### src/hdl/issl_pkg.sv
// constants and command codes for the status reporting block
package issl_pkg;

    // ==================================================================
    // operation event bit positions
    localparam int OPB_LINK_LOST = 7;
    localparam int OPB_CAL_BAD = 6;
    localparam int OPB_TUNING_IDLE = 5;
    localparam int OPB_FRESH_READING = 4;
    localparam int OPB_LOOP_ONE_RAMP_DONE = 3;
    localparam int OPB_LOOP_TWO_RAMP_DONE = 2;
    localparam int OPB_INPUT_OVERRANGE = 1;
    localparam int OPB_ALARM_SHOWN = 0;

    // ==================================================================
    // standard event bit positions
    localparam int SEB_POWER_UP = 7;
    localparam int SEB_COMMAND_ERROR = 5;
    localparam int SEB_EXEC_ERROR = 4;
    localparam int SEB_QUERY_ERROR = 2;
    localparam int SEB_OP_DONE = 0;

    // ==================================================================
    // status summary byte bit positions
    localparam int STB_OPERATION_SUMMARY = 7;
    localparam int STB_MASTER_SUMMARY = 6;
    localparam int STB_STANDARD_EVENT_SUMMARY = 5;
    localparam int STB_OUTPUT_MESSAGE_PENDING = 4;

    // ==================================================================
    // reset values and constants
    localparam logic [7:0] ENABLE_RESET = 8'h00;
    localparam logic [7:0] EVENT_RESET = 8'h00;
    localparam logic [7:0] STD_EVENT_RESET = 8'h80;
    localparam logic [7:0] OP_DONE_REPLY = 8'h01;
    localparam int SYNC_WIDTH = 8;

    // ==================================================================
    // decoded commands from the parser
    typedef enum logic [3:0] {
        ISSL_CMD_NONE = 4'h0,
        ISSL_CMD_OP_ENABLE_SET = 4'h1,
        ISSL_CMD_OP_ENABLE_QUERY = 4'h2,
        ISSL_CMD_OP_EVENT_QUERY = 4'h3,
        ISSL_CMD_OP_CONDITION_QUERY = 4'h4,
        ISSL_CMD_SR_ENABLE_SET = 4'h5,
        ISSL_CMD_SR_ENABLE_QUERY = 4'h6,
        ISSL_CMD_STATUS_QUERY = 4'h7,
        ISSL_CMD_STD_ENABLE_SET = 4'h8,
        ISSL_CMD_STD_ENABLE_QUERY = 4'h9,
        ISSL_CMD_STD_EVENT_QUERY = 4'ha,
        ISSL_CMD_CLEAR_STATUS = 4'hb,
        ISSL_CMD_OP_DONE_ARM = 4'hc,
        ISSL_CMD_OP_DONE_QUERY = 4'hd
    } issl_cmd_t;

endpackage

### src/hdl/issl_pin_sync.sv
// three-stage synchroniser with agreement filter for condition pins
`timescale 1ns/1ps

module issl_pin_sync
    import issl_pkg::*;
(
    input wire logic clk_sys_in,
    input wire logic rst_in,
    input wire logic [SYNC_WIDTH-1:0] pin_in,
    output logic [SYNC_WIDTH-1:0] level_out
);

    // ==================================================================
    // synchroniser chain
    logic [SYNC_WIDTH-1:0] stage_one;
    logic [SYNC_WIDTH-1:0] stage_two;
    logic [SYNC_WIDTH-1:0] stage_three;
    logic [SYNC_WIDTH-1:0] next_level;

    // a bit changes only once stages two and three agree
    assign next_level = (stage_two & stage_three) | (level_out & (stage_two | stage_three));

    // first stage feeds only the second
    always_ff @(posedge clk_sys_in or posedge rst_in)
    begin
        if (rst_in)
        begin
            stage_one <= '0;
            stage_two <= '0;
            stage_three <= '0;
            level_out <= '0;
        end
        else
        begin
            stage_one <= pin_in;
            stage_two <= stage_one;
            stage_three <= stage_two;
            level_out <= next_level;
        end
    end

endmodule

### src/hdl/issl_status_core.sv
// status byte, event registers and service request logic
//
// Summary of operation
// Op bit 7 on link loss, bit 6 on bad calibration.
// Op bit 5 while tuning idle, bit 4 on fresh reading.
// Op bit 3 loop one ramp done, bit 2 loop two.
// Op bit 1 on overrange, bit 0 on shown alarm.
// Op enable mask set and read; enabled events form operation summary.
// Op event read returns latched bits, then clears them.
// Op condition query returns live unlatched condition bits.
// Summary bits unlatched; clearing an event register clears its summary.
// Status bit 7 from enabled op events, bit 5 from enabled standard events.
// Status bit 4 set while the output buffer holds a message.
// Master summary bit 6 set when an enabled summary bit is set.
// Service request line asserted on a rising enabled summary.
// Serial poll clears request service and the line; master summary stays.
// Master summary holds until every enabled summary bit is cleared.
// After a poll, same summary bit raises no new request until cleared.
// Status query returns poll byte, master summary in bit 6, clears nothing.
// Service request enable mask is host programmable and readable.
// Arm sets standard event bit 0 when operations finish; commands continue.
// Done query holds bus until idle, then buffers 1; bit 0 untouched.
// Host sends only reset while a done query is pending.
// Host enables 32 in both masks for a request on command error.
// Standard events: bit 7 power-up, 5, 4, 2 overflow, 0 done.
// Clear status clears all event registers and their summary bits.
// Enables take the written value; zero or power-up clears them.
// Summary and request logic re-evaluated each cycle.
`timescale 1ns/1ps

module issl_status_core
    import issl_pkg::*;
(
    input wire logic clk_sys_in,
    input wire logic rst_in,
    input wire logic link_lost_in,
    input wire logic cal_bad_in,
    input wire logic tuning_idle_in,
    input wire logic fresh_reading_in,
    input wire logic loop_one_ramp_done_in,
    input wire logic loop_two_ramp_done_in,
    input wire logic input_overrange_in,
    input wire logic alarm_shown_in,
    input wire logic command_error_event_in,
    input wire logic exec_error_event_in,
    input wire logic ops_busy_in,
    input wire logic cmd_valid_in,
    input wire logic [3:0] cmd_code_in,
    input wire logic [7:0] cmd_data_in,
    input wire logic reply_take_in,
    input wire logic serial_poll_in,
    output logic [7:0] reply_data_out,
    output logic reply_valid_out,
    output logic bus_hold_out,
    output logic [7:0] poll_data_out,
    output logic poll_valid_out,
    output logic srq_out,
    output logic [7:0] status_summary_byte_out
);

    // ==================================================================
    // state
    logic [7:0] operation_condition;
    logic [7:0] operation_condition_d;
    logic [7:0] operation_event_latch;
    logic [7:0] operation_event_enable;
    logic [7:0] std_event_latch;
    logic [7:0] std_event_enable;
    logic [7:0] service_request_enable;
    logic [3:0] srq_source_d;
    logic request_service_flag;
    logic op_done_armed;
    logic op_done_query_pending;
    logic [7:0] raw_pins;

    // ==================================================================
    // decoding helpers
    function automatic logic is_cmd(input issl_cmd_t c);
        is_cmd = cmd_valid_in && (cmd_code_in == c);
    endfunction

    // true when any bit of an event register survives its enable mask
    function automatic logic any_enabled(input logic [7:0] ev, input logic [7:0] en);
        any_enabled = |(ev & en);
    endfunction

    // gather condition pins in their documented bit order
    // link loss and calibration bits
    // tuning idle and fresh reading bits
    // ramp done bits
    // overrange and alarm bits
    assign raw_pins = {link_lost_in, cal_bad_in, tuning_idle_in, fresh_reading_in,
                       loop_one_ramp_done_in, loop_two_ramp_done_in,
                       input_overrange_in, alarm_shown_in};

    // pins arrive from other logic on other clocks, so filter them
    issl_pin_sync u_pin_sync (
        .clk_sys_in(clk_sys_in),
        .rst_in(rst_in),
        .pin_in(raw_pins),
        .level_out(operation_condition)
    );

    // ==================================================================
    // command decode
    wire cmd_op_en_set = is_cmd(ISSL_CMD_OP_ENABLE_SET);
    wire cmd_op_en_qry = is_cmd(ISSL_CMD_OP_ENABLE_QUERY);
    wire cmd_op_ev_qry = is_cmd(ISSL_CMD_OP_EVENT_QUERY);
    wire cmd_op_cond_qry = is_cmd(ISSL_CMD_OP_CONDITION_QUERY);
    wire cmd_sre_set = is_cmd(ISSL_CMD_SR_ENABLE_SET);
    wire cmd_sre_qry = is_cmd(ISSL_CMD_SR_ENABLE_QUERY);
    wire cmd_stb_qry = is_cmd(ISSL_CMD_STATUS_QUERY);
    wire cmd_std_en_set = is_cmd(ISSL_CMD_STD_ENABLE_SET);
    wire cmd_std_en_qry = is_cmd(ISSL_CMD_STD_ENABLE_QUERY);
    wire cmd_std_ev_qry = is_cmd(ISSL_CMD_STD_EVENT_QUERY);
    wire cmd_clear = is_cmd(ISSL_CMD_CLEAR_STATUS);
    wire cmd_done_arm = is_cmd(ISSL_CMD_OP_DONE_ARM);
    wire cmd_done_qry = is_cmd(ISSL_CMD_OP_DONE_QUERY);

    // ==================================================================
    // operation event latch
    logic [7:0] op_rise;
    logic [7:0] op_clear_mask;
    logic [7:0] next_operation_event_latch;

    // a bit latches on the rising edge of its condition
    assign op_rise = operation_condition & ~operation_condition_d;
    // read then clear
    // clear status empties it
    assign op_clear_mask = (cmd_op_ev_qry || cmd_clear) ? 8'hff : 8'h00;
    // new events win over a clear in the same cycle
    assign next_operation_event_latch = (operation_event_latch & ~op_clear_mask) | op_rise;

    // ==================================================================
    // standard event latch
    logic [7:0] std_set;
    logic [7:0] std_clear_mask;
    logic [7:0] next_std_event_latch;
    logic reply_overflow;
    logic done_arm_fire;
    logic reply_load;

    // any reply while the buffer is still full is lost
    assign reply_overflow = reply_valid_out && !reply_take_in && reply_load;
    // fires once started operations finish
    assign done_arm_fire = op_done_armed && !ops_busy_in;

    // standard event sources
    always_comb
    begin
        std_set = 8'h00;
        std_set[SEB_COMMAND_ERROR] = command_error_event_in;
        std_set[SEB_EXEC_ERROR] = exec_error_event_in;
        std_set[SEB_QUERY_ERROR] = reply_overflow;
        std_set[SEB_OP_DONE] = done_arm_fire;
    end

    // read or clear status empties it
    assign std_clear_mask = (cmd_std_ev_qry || cmd_clear) ? 8'hff : 8'h00;
    assign next_std_event_latch = (std_event_latch & ~std_clear_mask) | std_set;

    // ==================================================================
    // summary bits, all combinational
    logic operation_summary;
    logic standard_event_summary;
    logic output_message_pending;
    logic master_summary_flag;
    logic [7:0] summary_bits;
    logic [3:0] srq_source;
    logic srq_rise;
    logic next_request_service_flag;
    logic [7:0] status_byte;
    logic [7:0] poll_byte;

    // enabled op events form the operation summary
    // bit 7 from op events, bit 5 from standard events
    // no latching here
    assign operation_summary = any_enabled(operation_event_latch, operation_event_enable);
    assign standard_event_summary = any_enabled(std_event_latch, std_event_enable);
    // message pending while the buffer holds a byte
    assign output_message_pending = reply_valid_out;

    always_comb
    begin
        summary_bits = 8'h00;
        summary_bits[STB_OPERATION_SUMMARY] = operation_summary;
        summary_bits[STB_STANDARD_EVENT_SUMMARY] = standard_event_summary;
        summary_bits[STB_OUTPUT_MESSAGE_PENDING] = output_message_pending;
    end

    // enabled summary sets master summary
    // held while any enabled summary stays set
    assign master_summary_flag = any_enabled(summary_bits, service_request_enable);
    assign srq_source = {summary_bits[7] & service_request_enable[7],
                         summary_bits[5] & service_request_enable[5],
                         summary_bits[4] & service_request_enable[4], 1'b0};
    // request on a low-to-high enabled summary
    // a bit still set after a poll cannot raise another
    assign srq_rise = |(srq_source & ~srq_source_d);
    // poll clears request service, a new rise wins
    assign next_request_service_flag = srq_rise || (request_service_flag && !serial_poll_in);

    // query shows master summary in bit 6
    always_comb
    begin
        status_byte = summary_bits;
        status_byte[STB_MASTER_SUMMARY] = master_summary_flag;
        poll_byte = summary_bits;
        poll_byte[STB_MASTER_SUMMARY] = request_service_flag;
    end

    // ==================================================================
    // reply selection
    logic [7:0] reply_value;
    logic done_query_fire;

    // buffer 1 once the pending operations are done
    assign done_query_fire = op_done_query_pending && !ops_busy_in;

    always_comb
    begin
        reply_load = 1'b1;
        reply_value = 8'h00;
        if (done_query_fire)
        begin
            reply_value = OP_DONE_REPLY;
        end
        else if (cmd_op_en_qry)
        begin
            reply_value = operation_event_enable;
        end
        else if (cmd_op_ev_qry)
        begin
            reply_value = operation_event_latch;
        end
        else if (cmd_op_cond_qry)
        begin
            // live condition bits
            reply_value = operation_condition;
        end
        else if (cmd_sre_qry)
        begin
            // mask reads back
            reply_value = service_request_enable;
        end
        else if (cmd_stb_qry)
        begin
            reply_value = status_byte;
        end
        else if (cmd_std_en_qry)
        begin
            reply_value = std_event_enable;
        end
        else if (cmd_std_ev_qry)
        begin
            reply_value = std_event_latch;
        end
        else
        begin
            reply_load = 1'b0;
        end
    end

    // ==================================================================
    // condition history and request state
    always_ff @(posedge clk_sys_in or posedge rst_in)
    begin
        if (rst_in)
        begin
            operation_condition_d <= 8'h00;
            operation_event_latch <= EVENT_RESET;
            std_event_latch <= STD_EVENT_RESET;
            srq_source_d <= 4'h0;
            request_service_flag <= 1'b0;
        end
        else
        begin
            operation_condition_d <= operation_condition;
            operation_event_latch <= next_operation_event_latch;
            std_event_latch <= next_std_event_latch;
            srq_source_d <= srq_source;
            request_service_flag <= next_request_service_flag;
        end
    end

    // ==================================================================
    // enable registers
    // take the written byte, power-up clears
    always_ff @(posedge clk_sys_in or posedge rst_in)
    begin
        if (rst_in)
        begin
            operation_event_enable <= ENABLE_RESET;
            service_request_enable <= ENABLE_RESET;
            std_event_enable <= ENABLE_RESET;
        end
        else
        begin
            // op enable command
            if (cmd_op_en_set)
                operation_event_enable <= cmd_data_in;
            // service request mask; bit 6 is not a summary source
            if (cmd_sre_set)
                service_request_enable <= cmd_data_in & ~8'h40;
            if (cmd_std_en_set)
                std_event_enable <= cmd_data_in;
        end
    end

    // ==================================================================
    // operation complete tracking
    // arm waits at least one cycle so the started work can raise busy
    always_ff @(posedge clk_sys_in or posedge rst_in)
    begin
        if (rst_in)
        begin
            op_done_armed <= 1'b0;
            op_done_query_pending <= 1'b0;
        end
        else
        begin
            // other commands keep flowing while armed
            op_done_armed <= cmd_done_arm || (op_done_armed && ops_busy_in);
            // bus held until done
            op_done_query_pending <= cmd_done_qry || (op_done_query_pending && ops_busy_in);
        end
    end

    // ==================================================================
    // output buffer, one byte deep
    // a new byte wins over a take in the same cycle
    always_ff @(posedge clk_sys_in or posedge rst_in)
    begin
        if (rst_in)
        begin
            reply_data_out <= 8'h00;
            reply_valid_out <= 1'b0;
        end
        else if (reply_load && (!reply_valid_out || reply_take_in))
        begin
            reply_data_out <= reply_value;
            reply_valid_out <= 1'b1;
        end
        else if (reply_take_in)
        begin
            reply_valid_out <= 1'b0;
        end
    end

    // ==================================================================
    // registered outputs
    // status byte follows every cycle with one register delay
    always_ff @(posedge clk_sys_in or posedge rst_in)
    begin
        if (rst_in)
        begin
            status_summary_byte_out <= 8'h00;
            srq_out <= 1'b0;
            bus_hold_out <= 1'b0;
            poll_data_out <= 8'h00;
            poll_valid_out <= 1'b0;
        end
        else
        begin
            status_summary_byte_out <= status_byte;
            // request line follows request service
            srq_out <= next_request_service_flag;
            bus_hold_out <= cmd_done_qry || (op_done_query_pending && ops_busy_in);
            poll_valid_out <= serial_poll_in;
            // poll shows request service in bit 6
            if (serial_poll_in)
                poll_data_out <= poll_byte;
        end
    end

endmodule

### config.mk
export PLATFORM = sky130hd
export DESIGN_NAME = issl_status_core
export DESIGN_NICKNAME = d
export VERILOG_FILES = /design/src/hdl/issl_pkg.sv /design/src/hdl/issl_pin_sync.sv /design/src/hdl/issl_status_core.sv
export SDC_FILE = /design/constraint.sdc
export NUM_CORES = 1
export LEC_CHECK = 0
export ABC_AREA = 1
export BUFFER_PORTS_ARGS = -buffer_cell sky130_fd_sc_hd__clkbuf_2
export CORE_MARGIN = 2
export CORE_UTILIZATION = 60
export CTS_BUF_LIST = sky130_fd_sc_hd__clkbuf_16
export DETAILED_ROUTE_END_ITERATION = 8
export PLACE_DENSITY = 0.83
export SLEW_MARGIN = 20
export SYNTH_ARGS = -nofsm -noshare
export SYNTH_HDL_FRONTEND = slang
export SYNTH_HIERARCHICAL = 1
export SYNTH_SLANG_ARGS = --single-unit
### constraint.sdc
create_clock -name clk_sys_in -period 2.7 [get_ports clk_sys_in]
set_input_delay 0 -clock clk_sys_in [delete_from_list [all_inputs] [get_ports clk_sys_in]]
set_output_delay 0 -clock clk_sys_in [all_outputs]
set_load 0.05 [all_outputs]
Word level (Yosys, flattened, before mapping) --
Index checks and enable logic that the tools add are counted.
Word-level totals: logic and storage cells 108, input port bits 28, register bits 103, output and inout port bits 28
Cells by class: multiplexer cells 20, reductions and logical operators 36, bitwise gates (word level) 20, equality and inequality tests 13
Operator list (number):
- 8-bit two-way mux | 10
- 8-bit bitwise AND | 8
- 4-bit equality test (second input constant) | 6
- 8-bit inverter | 3
- 8-bit bitwise OR | 3
- 8-bit OR reduction | 3
- 1-bit logical AND | 21
- 4-bit by 3-bit equality test with 1-bit output (second input constant) | 4
- 1-bit two-way mux | 10
- 4-bit by 2-bit equality test with 1-bit output (second input constant) | 2
- 8-bit by 6-bit bitwise OR with 8-bit output | 1
- 1-bit logical OR | 6
- 4-bit bitwise AND | 1
- 4-bit by 1-bit equality test with 1-bit output (second input constant) | 1
- 1-bit zero test | 4
- 4-bit inverter | 1
- 4-bit OR reduction | 1
- 1-bit bitwise AND | 3
- 2-bit nonzero test | 1

Longest topological paths before layout --
depth after elaboration 12, mapped depth 11, depth with buffers taken out 11

Hierarchy --
The synthesis kept the hierarchy.
By module, submodules not included:
- issl_status_core | seq. area each 1778.0 sq um, times used 1, area each 3179.3 sq um, cells each 377
- issl_pin_sync | seq. area each 800.8 sq um, times used 1, area each 934.6 sq um, cells each 65

Worst setup path after synthesis --
No wires, ideal clock.
path type reg-to-reg, from register, netlist name bus_hold_out, to register reply_data_out[6], required time 2634 ps, cell stages (with the launch flop) 11, buffers on the path 0, arrival time 1529 ps, period minus slack after synthesis 1595 ps, setup time 66 ps, path slack 1105 ps, cell sequence dfrtp_1 > inv_1 > nor2_1 > nor2_1 > nand4_2 > nand2_4 > nor2_4 > inv_2 > nor2_1 > nand2_1 > nand2_1
RTL lines:
- end signal: assignment | RTL line issl_status_core.sv:341 | reply_data_out <= reply_value;
- end: declaration | RTL line issl_status_core.sv:52 | output logic [7:0] reply_data_out,

Final worst setup path --
from input cmd_code_in[2], to register reply_data_out[0]
Between the ends: word-level cells in the longest chain between the ends 11, elaborated cells between the ends (all ways) 31, classes of those cells eq/ne (7); mux (16); reduce/logical (8)
RTL lines:
- start: declaration | RTL line issl_status_core.sv:48 | input wire logic [3:0] cmd_code_in,
- 4-bit equality test | RTL line issl_status_core.sv:79 | is_cmd = cmd_valid_in && (cmd_code_in == c);
- 1-bit logical AND | RTL line issl_status_core.sv:79
- 1-bit two-way mux | RTL line issl_status_core.sv:254 | else if (cmd_std_ev_qry)
- 1-bit two-way mux | RTL line issl_status_core.sv:250 | else if (cmd_std_en_qry)
- 1-bit two-way mux | RTL line issl_status_core.sv:246 | else if (cmd_stb_qry)
- 1-bit two-way mux | RTL line issl_status_core.sv:241 | else if (cmd_sre_qry)
- 1-bit two-way mux | RTL line issl_status_core.sv:236 | else if (cmd_op_cond_qry)
- 1-bit two-way mux | RTL line issl_status_core.sv:232 | else if (cmd_op_ev_qry)
- 1-bit two-way mux | RTL line issl_status_core.sv:228 | else if (cmd_op_en_qry)
- 1-bit two-way mux | RTL line issl_status_core.sv:224 | if (done_query_fire)
- 1-bit logical AND | RTL line issl_status_core.sv:339 | else if (reply_load && (!reply_valid_out || reply_take_in))
Parallel ways exist; a longest one is shown, timed or not. A chain may end at the register's enable or synchronous reset.

==> results_tabular.tex <==
\begin{tabular}{lr}
\hline
Metric & Value \\
\hline
\multicolumn{2}{l}{\textbf{Routing}} \\
Detail-routed via count per cell & 5.44 \\
Number of design-rule violations left by the first detailed-router iteration & 243 \\
Drt pass-1 iters & 5 \\
DR vias & 3282 \\
Remaining number of nets flagged by the antenna check after routing & 0 \\
Drc violations & 0 \\
Wirelength per Cell & 15.0 µm \\
Routed wire length & 9.05 mm \\
\multicolumn{2}{l}{\textbf{Place}} \\
Number of I/O port buffers & 47 \\
RD Place Congestion & 0.982 \\
Placed instance area & 4410 µm² \\
Cells after DPL & 565 \\
Detailed placer's ending HPWL & 6.18 mm \\
\multicolumn{2}{l}{\textbf{Cells and area}} \\
Number of fillers in the final layout & 472 \\
Final \#Nets & 546 \\
Share of post-route cells with drive strength above 1 & 15.3\% \\
Sequential cell area in the final layout & 2580 µm² \\
Final non-filler cell total & 603 \\
Area used by multi-input combinational logic & 1240 µm² \\
Diodes inserted & 0 \\
Area growth from synthesis to layout & 20.1\% \\
Final instance area & 4940 µm² \\
\multicolumn{2}{l}{\textbf{Floorplan}} \\
Core Area & 6720 µm² \\
Starting utilization of the core area & 61.2\% \\
Chip width & 86.8 µm \\
Site row count & 30 \\
Number of primary I/O pins & 56 \\
Die boundary height & 86.8 µm \\
Die area & 7540 µm² \\
\multicolumn{2}{l}{\textbf{Clocking}} \\
Root buffer selected by CTS & clkbuf\_16 \\
H-tree level count & 3 \\
CTS clock-pin slew for the worst setup and hold paths & 80 ps \\
Clk sinks & 103 \\
Clock latency on the worst-skew pair & 350 ps \\
TritonCTS buffer count & 9 \\
CTS tree & done \\
Count of cells resized by post-cts repair & 0 \\
Clock tree buffer depth & 2 \\
\multicolumn{2}{l}{\textbf{Logic synthesis}} \\
Cell types with the largest area share after synthesis & dfrtp\_1 (62\%), nand2\_1 (11\%), inv\_1 (5.6\%), o21ai\_0 (5.2\%), nor2\_1 (3.1\%) \\
Yosys synthesis warning count & 6 \\
Mean post-synth cell area & 9.31 µm² \\
Cell type with the highest aggregate area in the netlist & dfrtp\_1 \\
Portion of synthesized cell area occupied by the leading cell type & 62.0\% \\
Post-synthesis cell area & 4110 µm² \\
Proportion of synthesized chip area in sequential cells & 62.7\% \\
Post-synthesis instance total & 442 \\
Number of library cell types mapped by synthesis & 27 \\
Count of state elements after synthesis & 103 \\
\multicolumn{2}{l}{\textbf{GRT}} \\
Initial antenna violation count & 0 \\
Global route overflow & 0 \\
Global-route usage over all layers & 26.3\% \\
Vias in the first global route & 3217 \\
Maximum number of pins on one net before global-route repair & 33 \\
First-pass GRT wire length & 15.2 mm \\
\multicolumn{2}{l}{\textbf{STA}} \\
Timing-limited maximum frequency & 0.550 GHz \\
Final period demand of the worst path & 1820 ps \\
Final setup violation count & 0 \\
Worst slack on hold paths & 4.57 ps \\
Unrepaired setup endpoints after global routing & false \\
Setup TNS & 0 ps \\
Final-report hold violation count & 0 \\
Clock Skews & 8.43 ps \\
Number of pins with negative max-slew slack in the final report & 0 \\
Worst-margin pin slew & 633 ps \\
Final critical-path share of the clock period & 67.3\% \\
Relative slew slack & 57.7\% \\
\multicolumn{2}{l}{\textbf{Critical path}} \\
Number of cells on the worst reg-to-reg path & 8 \\
Reg-to-reg endpoint & reply\_data\_out[2]\$\_DFFE\_PP0P\_ \\
RR Startpoint & bus\_hold\_out\$\_DFF\_PP0\_ \\
Reg-to-reg slack, setup & 1080 ps \\
Data arrival time at the worst-slack endpoint & 2100 ps \\
CP Launch Type & primary input \\
Maximum fanout encountered on the critical timing path & 14 \\
Kind of end point of the critical path & register \\
Worst path required time & 2980 ps \\
WS Path Type & in -> reg \\
\multicolumn{2}{l}{\textbf{Worst hold path}} \\
Start point of the worst hold path & reply\_take\_in \\
Path class of the lowest-slack min-delay path & in -> reg \\
Number of cells traversed by the worst hold path & 4 \\
Worst min-delay path endpoint & reply\_valid\_out\$\_DFFE\_PP0P\_ \\
\multicolumn{2}{l}{\textbf{Status}} \\
Run status & finished clean \\
\multicolumn{2}{l}{\textbf{Pwr}} \\
Power per cell area & 792 nW/µm² \\
Static leakage power & 2.58 nW \\
Worst supply voltage drop on vdd & 0.000573 V \\
\multicolumn{2}{l}{\textbf{Flow run}} \\
Count of max-cap constraint violations & 0 \\
\hline
\end{tabular}
## metrics by stage
step	worst slack (ps)	util, %	total power, mW
CTS	950	73.5	3.92
detailed placement	1150	65.6	2.60
global placement	1190	65.6	2.57
finish	882	73.5	3.91
floorplan	905	-	2.41
global route	743	73.5	4.09
## layout by cell type, fill, tap and decap left out, drive strengths merged, types with 4 or more instances in the layout
cell	instances
a21oi	15
clkbuf	56
clkinv	4
conb	8
dfrtp	102
dlygate4sd3	22
inv	66
nand2	127
nand3	11
nand4	6
nor2	38
o21ai	47
o22ai	8
## metal layers
layer	vias to the layer above	GRT usage (%)	part of all wire [%]
met5	-	0	0
met4	0	10.9	2.5
met3	20	4.48	4.6
met2	136	42.5	48
met1	1592	35.6	44
li1	1534	-	-
## worst max path at each step
stage	start	endpoint	cells past startpoint
global placement	bus_hold_out$_DFF_PP0_	reply_data_out[3]$_DFFE_PP0P_	8
finish	cmd_code_in[2]	reply_data_out[0]$_DFFE_PP0P_	7
detailed placement	cmd_code_in[3]	reply_data_out[0]$_DFFE_PP0P_	6
CTS	cmd_code_in[2]	reply_data_out[0]$_DFFE_PP0P_	7
floorplan	rst_in	bus_hold_out$_DFF_PP0_	1
global route	cmd_code_in[2]	reply_data_out[0]$_DFFE_PP0P_	7
## final cells by class
type	count	area share, %
Inverter	63	4.79
Tap cell	80	2.03
Multi-Input combinational cell	270	25.2
Clock inverter	7	1.75
Clock buffer	9	4.56
Sequential cell	103	52.2
Timing Repair Buffer	71	9.52
## flip-flops by register name, indices dropped and copies added (netlist names), 3 cells and up
name                     count
reply_data_out               8
poll_data_out                4
u_pin_sync/level_out         8
operation_event_enable       8
u_pin_sync/stage_two         8
std_event_enable             8
service_request_enable       7
operation_event_latch        8
u_pin_sync/stage_one         8
operation_condition_d        8
std_event_latch              8
srq_source_d                 3
status_summary_byte_out      4
u_pin_sync/stage_three       8
## cells by family (layout without fill, tap and decap cells)
logic type	Yosys count	after routing	share of synthesized area, %
AO/OA/AOI/OAI	79	79	10.4
AND/OR/NAND/NOR	183	183	19.0
flip-flops	103	103	62.7
other	1	8	0.0912
buffers and inverters	76	150	7.76
## worst max-delay path: stages
cell and delay (ps):
dlygate4sd3_1 530, clkbuf_2 140, nor2_1 210, nand4_1 530, o21ai_0 440, nor2_1 90
a21oi_1 150
## power by group
part,switching (mW),internal (mW)
clock,0.638,0.664
sequential,0.135,1.75
combinational,0.528,0.194
## repair_timing
| action | in CTS | in global routing |
|---|---|---|
| hold buffers | 22 | 0 |
| buffers inserted | 0 | 0 |
| hold endpoints to repair | 91 | 0 |
## synthesized netlist by cell type, drive strengths merged
master / count
a22oi: 2
o221ai: 1
o22ai: 8
conb: 1
buf: 9
a21o: 2
inv: 63
nor2: 38
o21ai: 47
nand3: 11
clkbuf: 4
dfstp: 1
dfrtp: 102
a21oi: 15
nand4: 6
a22o: 1
o32ai: 1
nand3b: 1
a31oi: 2
nand2: 127
Power figures use the tool's default switching activity.
